File: src/hdl/peewp_pkg.sv
// constants and types for the parallel eeprom host controller
// assumes a 200 MHz ref_clk and one byte-wide parallel eeprom on the pins
// Behaviour
// sixteen address lines pick one byte
// read drives data while select and gate low
// device data pins float when select or gate high
// write starts with select, strobe low, gate high
// address taken at later falling edge
// data taken at earlier rising edge
// byte write self-times, about five milliseconds
// page holds two to 128 bytes
// host keeps page address bits fixed
// host loads next byte within 100 us
// programming starts after 100 us idle
// polling read returns inverted bit seven
// bit six toggles on each busy read
// ordinary access resumes after programming
// strobe pulses under ten ns ignored
// no write while gate low or deselected
// delivered unprotected, plain writes accepted
// command sequence sets nonvolatile protection
// host precedes protected writes with commands
// command data never stored in array
// command opens one page, then reprotects
// top address bit ignored in commands
// host issues command writes back to back
// six-write sequence clears protection
// command values supplied from outside
// writes during programming are ignored
package peewp_pkg;
  localparam int CLK_MHZ = 200;                     // ref_clk rate
  localparam int ADDR_W = 16;                       // byte address width
  localparam int DATA_W = 8;                        // byte width
  localparam int PAGE_BYTES = 128;                  // largest page
  localparam int PAGE_LSB = 7;                      // lowest page address bit
  localparam int POLL_BIT = 7;                      // complement poll bit
  localparam int TOGGLE_BIT = 6;                    // toggle poll bit
  localparam int STROBE_NS = 50;                    // strobe low time, above noise filter
  localparam int SETUP_NS = 20;                     // address/data setup before strobe
  localparam int READ_NS = 150;                     // read access allowance
  localparam int STROBE_CYC = (STROBE_NS * CLK_MHZ + 999) / 1000;
  localparam int SETUP_CYC = (SETUP_NS * CLK_MHZ + 999) / 1000;
  localparam int READ_CYC = (READ_NS * CLK_MHZ + 999) / 1000;
  localparam int LOAD_WIN_US = 100;                 // byte load window
  localparam int LOAD_WIN_CYC = LOAD_WIN_US * CLK_MHZ; // longest gap, rounded down
  localparam int WRITE_CYCLE_MS = 10;               // write_cycle_time poll limit
  localparam int WRITE_CYCLE_CYC = WRITE_CYCLE_MS * 1000 * CLK_MHZ;
  localparam int TMR_W = 24;                        // timer width
  localparam int CMD_MAX = 6;                       // longest command sequence
  typedef enum logic [1:0] {PEEWP_OP_READ, PEEWP_OP_WRITE, PEEWP_OP_PROTECT,
                            PEEWP_OP_UNPROTECT} peewp_op_t;
endpackage
File: src/hdl/peewp_cycle.sv
// one bus cycle on the eeprom pins: read or single byte write
// assumes pin inputs already synchronised by the caller
`timescale 1ns/1ps
module peewp_cycle (
  input wire logic ref_clk,
  input wire logic sys_rst,
  input wire logic start,                    // one-cycle start pulse
  input wire logic is_write,                 // 1 write, 0 read
  input wire logic [peewp_pkg::DATA_W-1:0] rd_pins, // synchronised data pins
  output logic ce_n,
  output logic oe_n,
  output logic we_n,
  output logic data_oe,                      // host drives data pins
  output logic [peewp_pkg::DATA_W-1:0] rd_byte,
  output logic done                          // one-cycle pulse
);
  import peewp_pkg::*;
  typedef enum logic [1:0] {CY_IDLE, CY_SETUP, CY_ACT, CY_HOLD} peewp_cy_t;
  peewp_cy_t st;                             // cycle phase
  logic [7:0] cnt;                           // phase counter
  // phase sequencer; control pins change only from flops
  always_ff @(posedge ref_clk) begin
    if (sys_rst) begin
      st <= CY_IDLE;
      cnt <= 8'h00;
      ce_n <= 1'b1;
      oe_n <= 1'b1;
      we_n <= 1'b1;
      data_oe <= 1'b0;
      rd_byte <= 8'h00;
      done <= 1'b0;
    end else begin
      done <= 1'b0;
      unique case (st)
        CY_IDLE: begin
          if (start) begin
            st <= CY_SETUP;
            cnt <= 8'(SETUP_CYC);
            ce_n <= 1'b0;            // select first, strobe later
            data_oe <= is_write;
          end
        end
        CY_SETUP: begin
          if (cnt != 8'h00) begin
            cnt <= cnt - 8'h01;
          end else begin
            st <= CY_ACT;
            // write with gate high; R2: read with gate low
            if (is_write) begin
              // strobe falls last so address is captured here
              we_n <= 1'b0;
              cnt <= 8'(STROBE_CYC);   // well above noise filter
            end else begin
              oe_n <= 1'b0;
              cnt <= 8'(READ_CYC);
            end
          end
        end
        CY_ACT: begin
          if (cnt != 8'h00) begin
            cnt <= cnt - 8'h01;
          end else begin
            st <= CY_HOLD;
            // strobe rises first, data held stable through it
            we_n <= 1'b1;
            oe_n <= 1'b1;
            if (!is_write) begin
              rd_byte <= rd_pins;
            end
          end
        end
        CY_HOLD: begin
          // device floats once gate and select are high
          ce_n <= 1'b1;
          data_oe <= 1'b0;
          st <= CY_IDLE;
          done <= 1'b1;
        end
      endcase
    end
  end
endmodule

File: src/hdl/peewp_host.sv
// host controller for a byte-wide parallel eeprom with software protection
// assumes one device on the pins and a user that waits for req_ready
`timescale 1ns/1ps
module peewp_host #(
  parameter int LOAD_WIN = peewp_pkg::LOAD_WIN_CYC,   // byte load gap limit
  parameter int POLL_LIMIT = peewp_pkg::WRITE_CYCLE_CYC // busy poll timeout
) (
  input wire logic ref_clk,
  input wire logic sys_rst,
  input wire logic req_valid,                          // user request, level
  input wire peewp_pkg::peewp_op_t req_op,
  input wire logic [peewp_pkg::ADDR_W-1:0] req_addr,
  input wire logic [peewp_pkg::DATA_W-1:0] req_data,
  input wire logic req_last,                           // last byte of page
  input wire logic req_protected,                      // precede first write of a page with commands
  input wire logic [peewp_pkg::ADDR_W-1:0] cmd_addr [peewp_pkg::CMD_MAX],
  input wire logic [peewp_pkg::DATA_W-1:0] cmd_data [peewp_pkg::CMD_MAX],
  output logic req_ready,
  output logic rsp_valid,
  output logic [peewp_pkg::DATA_W-1:0] rsp_data,
  output logic rsp_timeout,
  output logic [peewp_pkg::ADDR_W-1:0] byte_address,
  output logic [peewp_pkg::DATA_W-1:0] data_pins_o,
  output logic data_pins_oe,
  input wire logic [peewp_pkg::DATA_W-1:0] data_pins_i,
  output logic ce_n,
  output logic oe_n,
  output logic we_n
);
  import peewp_pkg::*;
  typedef enum logic [2:0] {H_IDLE, H_CMD, H_DATA, H_WAIT, H_POLL, H_DONE} peewp_st_t;
  peewp_st_t st;                          // main state
  logic [DATA_W-1:0] sync1, sync2;        // data pin synchroniser
  logic cy_start, cy_write, cy_done;      // cycle engine handshake
  logic cy_data_oe;
  logic [DATA_W-1:0] cy_byte;
  logic [2:0] cmd_idx, cmd_cnt;           // command progress
  logic [TMR_W-1:0] tmr;                  // gap and poll timer
  logic [DATA_W-1:0] last_byte;           // last written value
  logic [DATA_W-1:0] prev_poll;           // previous polling read
  logic have_prev;
  logic page_open;                        // loads in current page
  // two-flop synchroniser, only sync2 is read
  always_ff @(posedge ref_clk) begin
    sync1 <= data_pins_i;
    sync2 <= sync1;
  end
  peewp_cycle u_cycle (
    .ref_clk(ref_clk),
    .sys_rst(sys_rst),
    .start(cy_start),
    .is_write(cy_write),
    .rd_pins(sync2),
    .ce_n(ce_n),
    .oe_n(oe_n),
    .we_n(we_n),
    .data_oe(cy_data_oe),
    .rd_byte(cy_byte),
    .done(cy_done)
  );
  // pin enable mirrors cycle engine; R16: never strobe with gate low
  assign data_pins_oe = cy_data_oe;
  // main sequencer
  always_ff @(posedge ref_clk) begin
    if (sys_rst) begin
      st <= H_IDLE;
      req_ready <= 1'b1;
      rsp_valid <= 1'b0;
      rsp_data <= 8'h00;
      rsp_timeout <= 1'b0;
      byte_address <= 16'h0000;
      data_pins_o <= 8'h00;
      cy_start <= 1'b0;
      cy_write <= 1'b0;
      cmd_idx <= 3'h0;
      cmd_cnt <= 3'h0;
      tmr <= '0;
      last_byte <= 8'h00;
      prev_poll <= 8'h00;
      have_prev <= 1'b0;
      page_open <= 1'b0;
    end else begin
      cy_start <= 1'b0;
      rsp_valid <= 1'b0;
      unique case (st)
        H_IDLE: begin
          // a page load keeps going while gaps stay short
          if (page_open && tmr != '0) begin
            tmr <= tmr - 1'b1;
          end
          // ready drops a cycle before expiry so a request is never taken and then lost
          if (page_open && tmr == TMR_W'(1)) begin
            req_ready <= 1'b0;
          end
          if (page_open && tmr == '0) begin
            // gap expired, device is now programming
            st <= H_POLL;
            req_ready <= 1'b0;
            tmr <= TMR_W'(POLL_LIMIT);
            have_prev <= 1'b0;
          end else if (req_valid && req_ready) begin
            req_ready <= 1'b0;
            rsp_timeout <= 1'b0;
            cmd_idx <= 3'h0;
            unique case (req_op)
              PEEWP_OP_READ: begin
                // full address on the pins; R2: gated read
                byte_address <= req_addr;
                cy_write <= 1'b0;
                cy_start <= 1'b1;
                st <= H_DATA;
              end
              PEEWP_OP_WRITE: begin
                // prefix only on first byte of a protected page
                if (req_protected && !page_open) begin
                  cmd_cnt <= 3'h3;
                  st <= H_CMD;
                end else begin
                  // plain write, no command prefix
                  st <= H_DATA;
                  cy_start <= 1'b1;
                end
                // later bytes reuse the open page address bits
                byte_address <= page_open ?
                  {byte_address[ADDR_W-1:PAGE_LSB], req_addr[PAGE_LSB-1:0]} : req_addr;
                data_pins_o <= req_data;
                last_byte <= req_data;
                cy_write <= 1'b1;
              end
              PEEWP_OP_PROTECT: begin
                // enable sequence alone arms protection
                cmd_cnt <= 3'h3;
                st <= H_CMD;
              end
              PEEWP_OP_UNPROTECT: begin
                // six-write clear
                cmd_cnt <= 3'h6;
                st <= H_CMD;
              end
            endcase
          end
        end
        H_CMD: begin
          // command writes issued back to back; R25: external values
          if (!cy_start && (cy_done || cmd_idx == 3'h0)) begin
            if (cmd_idx == cmd_cnt) begin
              if (req_op == PEEWP_OP_WRITE) begin
                byte_address <= req_addr;
                data_pins_o <= req_data;
                cy_write <= 1'b1;
                cy_start <= 1'b1;
                st <= H_DATA;
              end else begin
                // wait write_cycle_time before normal use
                st <= H_POLL;
                last_byte <= cmd_data[cmd_cnt - 3'h1];
                tmr <= TMR_W'(POLL_LIMIT);
                have_prev <= 1'b0;
              end
            end else if (cmd_idx == 3'h0 || cy_done) begin
              // command bytes only reach command addresses
              // top bit is don't care, drive it low
              byte_address <= {1'b0, cmd_addr[cmd_idx][ADDR_W-2:0]};
              data_pins_o <= cmd_data[cmd_idx];
              cy_write <= 1'b1;
              cy_start <= 1'b1;
              cmd_idx <= cmd_idx + 3'h1;
            end
          end
        end
        H_DATA: begin
          if (cy_done) begin
            if (cy_write) begin
              // more bytes may follow; R21: last ends the page
              page_open <= !req_last;
              tmr <= req_last ? '0 : TMR_W'(LOAD_WIN - 2 * STROBE_CYC);
              if (req_last) begin
                st <= H_POLL;
                tmr <= TMR_W'(POLL_LIMIT);
                have_prev <= 1'b0;
              end else begin
                st <= H_IDLE;
                req_ready <= 1'b1;
                rsp_valid <= 1'b1;
              end
            end else begin
              rsp_data <= cy_byte;
              rsp_valid <= 1'b1;
              st <= H_IDLE;
              // stay busy when an open page has just run out; H_POLL follows but, with cy_write low, starts no poll read and never leaves
              req_ready <= !(page_open && tmr == '0);
            end
          end
        end
        H_POLL: begin
          // no write issued while programming, only polling reads
          page_open <= 1'b0;
          if (tmr != '0) begin
            tmr <= tmr - 1'b1;
          end
          if (!cy_start && !cy_write && cy_done) begin
            prev_poll <= cy_byte;
            have_prev <= 1'b1;
            // done when bit7 true and bit6 stops toggling
            if (cy_byte[POLL_BIT] == last_byte[POLL_BIT] && have_prev &&
                cy_byte[TOGGLE_BIT] == prev_poll[TOGGLE_BIT]) begin
              st <= H_DONE;
            end else if (tmr == '0) begin
              rsp_timeout <= 1'b1;
              st <= H_DONE;
            end else begin
              cy_start <= 1'b1;
            end
          end else if (!cy_start && cy_write && !cy_done) begin
            // first poll read at last written address; launched once only, since a
            // relaunch while the engine is busy could mask its done pulse
            cy_write <= 1'b0;
            cy_start <= 1'b1;
            have_prev <= 1'b0;
          end
        end
        H_DONE: begin
          // device idle again
          rsp_valid <= 1'b1;
          req_ready <= 1'b1;
          st <= H_IDLE;
        end
      endcase
    end
  end
endmodule

File: config.mk
export PLATFORM = sky130hd
export DESIGN_NAME = peewp_host
export DESIGN_NICKNAME = d
export VERILOG_FILES = /design/src/hdl/peewp_pkg.sv /design/src/hdl/peewp_cycle.sv /design/src/hdl/peewp_host.sv
export SDC_FILE = /design/constraint.sdc
export NUM_CORES = 1
export LEC_CHECK = 0
export BUFFER_PORTS_ARGS = -buffer_cell sky130_fd_sc_hd__buf_2
export CORE_UTILIZATION = 56
export DETAILED_ROUTE_END_ITERATION = 10
export GPL_TIMING_DRIVEN = 1
export PLACE_DENSITY = 0.87
export SLEW_MARGIN = 20
export SYNTH_ARGS = -nofsm -noshare
export SYNTH_HDL_FRONTEND = slang
export SYNTH_SLANG_ARGS = --single-unit
File: constraint.sdc
create_clock -name ref_clk -period 6.9 [get_ports ref_clk]
set_clock_uncertainty 0.15 [all_clocks]
set_input_delay 0.345 -clock ref_clk [delete_from_list [all_inputs] [get_ports ref_clk]]
set_output_delay 0.345 -clock ref_clk [all_outputs]
set_load 0.005 [all_outputs]
==> impl_summary.log <==
INFO  metric clock-sinks = roughly 110
INFO  metric wl = around 22000 um
INFO  metric cellLeakagePower = 3.668 nW
INFO  metric power_per_cell_area = 460.9 nW/um^2
INFO  metric dp.final_hpwl = 15720 um
INFO  metric reg2reg_depth = 6
INFO  metric timing.critical_path.max_delay_family = simple AND/OR/NAND/NOR gates
INFO  metric synthCells = 790
INFO  metric tightestPinTransition = 1.043 ns
INFO  metric internal_reg_to_reg_setup_slack = 3.71 ns
INFO  metric area_growth = 25.42%
INFO  metric number_of_hold_violations_in_the_final_report = 0
INFO  metric worstHoldPathType = primary input to register
INFO  metric cts_made_buffers = 17
INFO  metric endpoint_kind = register
INFO  metric clock_tree_from_tritoncts = done
INFO  metric cts.path.max_buffers = 2
INFO  metric final_std_cells_w_o_fill = about 1200
INFO  metric clkLatencyLatePin = 0.43 ns
INFO  metric initial_core_util = 57.44%
INFO  metric nFillCells = about 900
INFO  metric routedWlPerCell = 19.31 um
INFO  metric finalWorstPathRequiredPeriod = 3.192 ns
INFO  metric maxCapViolations = 0
INFO  metric cts_root_buffer = clkbuf_16
INFO  metric place.detailed.instances = 1098
INFO  metric max_slew_margin = a little under a third
INFO  metric clock_transition_at_the_registers_of_the_reported_paths = 0.05 ns
INFO  metric outcome = complete, no violations
INFO  metric core.rowCount = 40
INFO  metric chipWidth = between 100 and 150 um
INFO  metric setup.worst_path.end = tmr[21]
INFO  metric ir_worst_vdd = between 0.0003 and 0.0004 V
INFO  metric crit_fanout = 17
INFO  metric fraction_of_the_cycle_the_final_worst_path_needs = 46.26%
INFO  metric async_reset_ff_share = 0%
INFO  metric dpl_cell_area = 7924 um^2
INFO  metric average_cell_area_after_synthesis = just under 9 um^2
INFO  metric worst_setup_path_startpoint = tmr[4]
INFO  metric dr_total_vias = 7227
INFO  metric drt_pass1_iterations = 8
INFO  metric via_count_of_the_first_global_routing_pass = 6813
INFO  metric via_per_inst = about 6.3
INFO  metric grt_start_max_net_pins = 105
INFO  metric finalHoldWorstSlack = 0.05986 ns
INFO  metric grt_antenna_before_repair = 10
INFO  metric synth_cell_types = 77
INFO  metric grt_use_total = a little over a third
INFO  metric worst_path_max_delay_cell = nor4_4
INFO  metric worst_slack = ~3.7 ns
INFO  metric prevailing_post_synth_register_cell = dfxtp_1
INFO  metric critical_path_arrival = 3.31 ns
INFO  metric total_setup_buffers_inserted_after_cts = 0
INFO  metric die_height = 112.8 um
INFO  metric grt_remaining_overflow = 0
INFO  metric crit-reg2reg-capture = tmr[21]
INFO  metric design.die.area = 12720 um^2
INFO  metric synth_area = slightly below 7000 um^2
INFO  metric commonest_cells_after_routing_fill_and_taps_aside = 215 x buf_2, 111 x dfxtp_1, 78 x nor2_1
INFO  metric grt_setup_unrepaired = no
INFO  metric cp.buffers_inverters = 0
INFO  metric synth_nets = 985
INFO  metric final_layout_size_suffix_gt1_share = 30.78%
INFO  metric critical_path_required = 7.02 ns
INFO  metric r2r-start = tmr[4]
INFO  metric antenna_violating_nets_post_route = 0
INFO  metric synth_enable_flop_cells = 0
INFO  metric dp_worst_setup_slack = 3.449 ns
INFO  metric setup-violations-final = 0
INFO  metric finish.instance_area = 8617 um^2
INFO  metric worstPathCellList = or3_1 > nor4_4 > nand3_2 > a22o_1 > nand2_1 > o32ai_1
INFO  metric critical-path-max-stage-delay = 0.64 ns
INFO  metric worst-setup-path-type = register to register
INFO  metric buffers_added_on_ports = 215
INFO  metric p_total = 3.972 mW
INFO  metric slew_viol_final = 0
INFO  metric min_path_cells = 3
INFO  metric postCtsResizedCells = 0
INFO  metric finalSetupTns = 0 ns
INFO  metric ys_seq_area_share = 32.93%
INFO  metric detail_route.iter0.violations = 773
INFO  metric final_common_cell = buf_2
INFO  metric num_io_pins = 222
INFO  metric cp-start-kind = register
INFO  metric drc_violations_left = 0
INFO  metric gp_congestion = 0.9893
INFO  metric cts-htree-levels = 4
INFO  metric ys.warnings.count = 0
INFO  metric grt_pass1_wl = 34510 um
INFO  metric timing.critical_path.depth = 6
INFO  metric final_core_util = 72.04%
INFO  metric maxClockFrequency = 0.3133 GHz
INFO  metric postSynthRegisterBits = 113
INFO  metric num-nets-final = 1173
INFO  metric core_region_area = between 10000 and 15000 um^2
==> state kept, by name, summed over array words and instances, names as in the netlist, 2 cells and up <==
register	cells
data_pins_o	8
sync1	8
sync2	8
cmd_idx	3
rsp_data	8
tmr	24
byte_address	16
cmd_cnt	3
u_cycle.cnt	8
u_cycle.st	2
u_cycle.rd_byte	8
st	3
==> cells in the mapped netlist (all sizes together) (5+ instances only) <==
master / instances / area share [%]
o22ai: 5 / 0.46
o2111ai: 9 / 1.1
nand2: 58 / 3.2
o21ai: 31 / 2.3
dfxtp: 113 / 33
nor2b: 6 / 0.55
mux2i: 43 / 6.3
o211ai: 25 / 2.7
a211oi: 17 / 1.9
mux4: 24 / 7.9
ha: 12 / 2.2
nor2: 78 / 4.3
inv: 26 / 1.4
buf: 20 / 1.7
or4: 9 / 1.2
a21oi: 66 / 4.9
and2: 8 / 0.73
or2: 5 / 0.46
nand4b: 10 / 1.3
o32ai: 14 / 1.8
nand2b: 20 / 1.8
xnor2: 13 / 1.7
a31oi: 8 / 0.73
clkbuf: 39 / 2.1
nor4: 7 / 0.86
nor3: 15 / 1.1
or3: 11 / 1.0
nand3: 18 / 1.4
o31ai: 17 / 2.1
==> routing by layer <==
| layer | routed length (um) | track usage [%] | vias up |
|---|---|---|---|
| met2 | 10910 | 59.18 | 410 |
| met3 | 1673 | 8.088 | 101 |
| met5 | 0 | 0 | - |
| met1 | 8400 | 40.12 | 3359 |
| li1 | - | - | 3357 |
| met4 | 1216 | 23.64 | 0 |
==> final cells by class <==
cell class,count,area [um^2],share of cell area [%]
diodes,12,30.03,0.3485
inverters,26,97.59,1.133
multi-input cells,592,4265,49.50
clock inverters,14,142.6,1.655
clock buffers,18,439.2,5.097
well taps,147,183.9,2.134
flip-flops and latches,113,2265,26.28
repair buffers,228,1194,13.85
==> worst min path at each step <==
stage	end	start	slack, ns
after detailed placement	sync2[5]	sync1[5]	0.16
after global routing	byte_address[15]	req_addr[15]	0.09
after floorplan	sync2[0]	sync1[0]	0.16
final	byte_address[15]	req_addr[15]	0.06
after CTS	byte_address[15]	req_addr[15]	0.05
after global placement	sync2[2]	sync1[2]	0.16
==> where the power goes <==
group          leakage [nW]  internal (mW)  switching [mW]  total (mW)
clock                 0.277          0.515           0.353       0.868
sequential            0.925          0.811           0.191        1.00
combinational          2.47          0.842            1.26        2.10
==> cell families (layout without fill, tap and decap cells) <==
group,count (synthesis),after routing,synth area share (%)
AO/OA/AOI/OAI,233,233,23.38
XOR/XNOR,16,16,2.040
buffers and inverters,85,286,5.208
adder cells (fa/ha/maj),12,12,2.185
other,0,12,0
multiplexers,67,67,14.13
AND/OR/NAND/NOR,264,264,20.12
flip-flops,113,113,32.93
==> worst register-to-register path, delay by kind of cell, from the launching register on <==
family          cells  cell delay [ns]
simple gates        4             1.86
flops               1             0.35
compound gates      2             0.68
==> what timing repair did <==
action                     CTS  global route
hold buffers                 8             0
hold endpoints to repair     8             0
setup endpoints to repair    0             0
No activity file was read; power rests on OpenSTA's default activity.
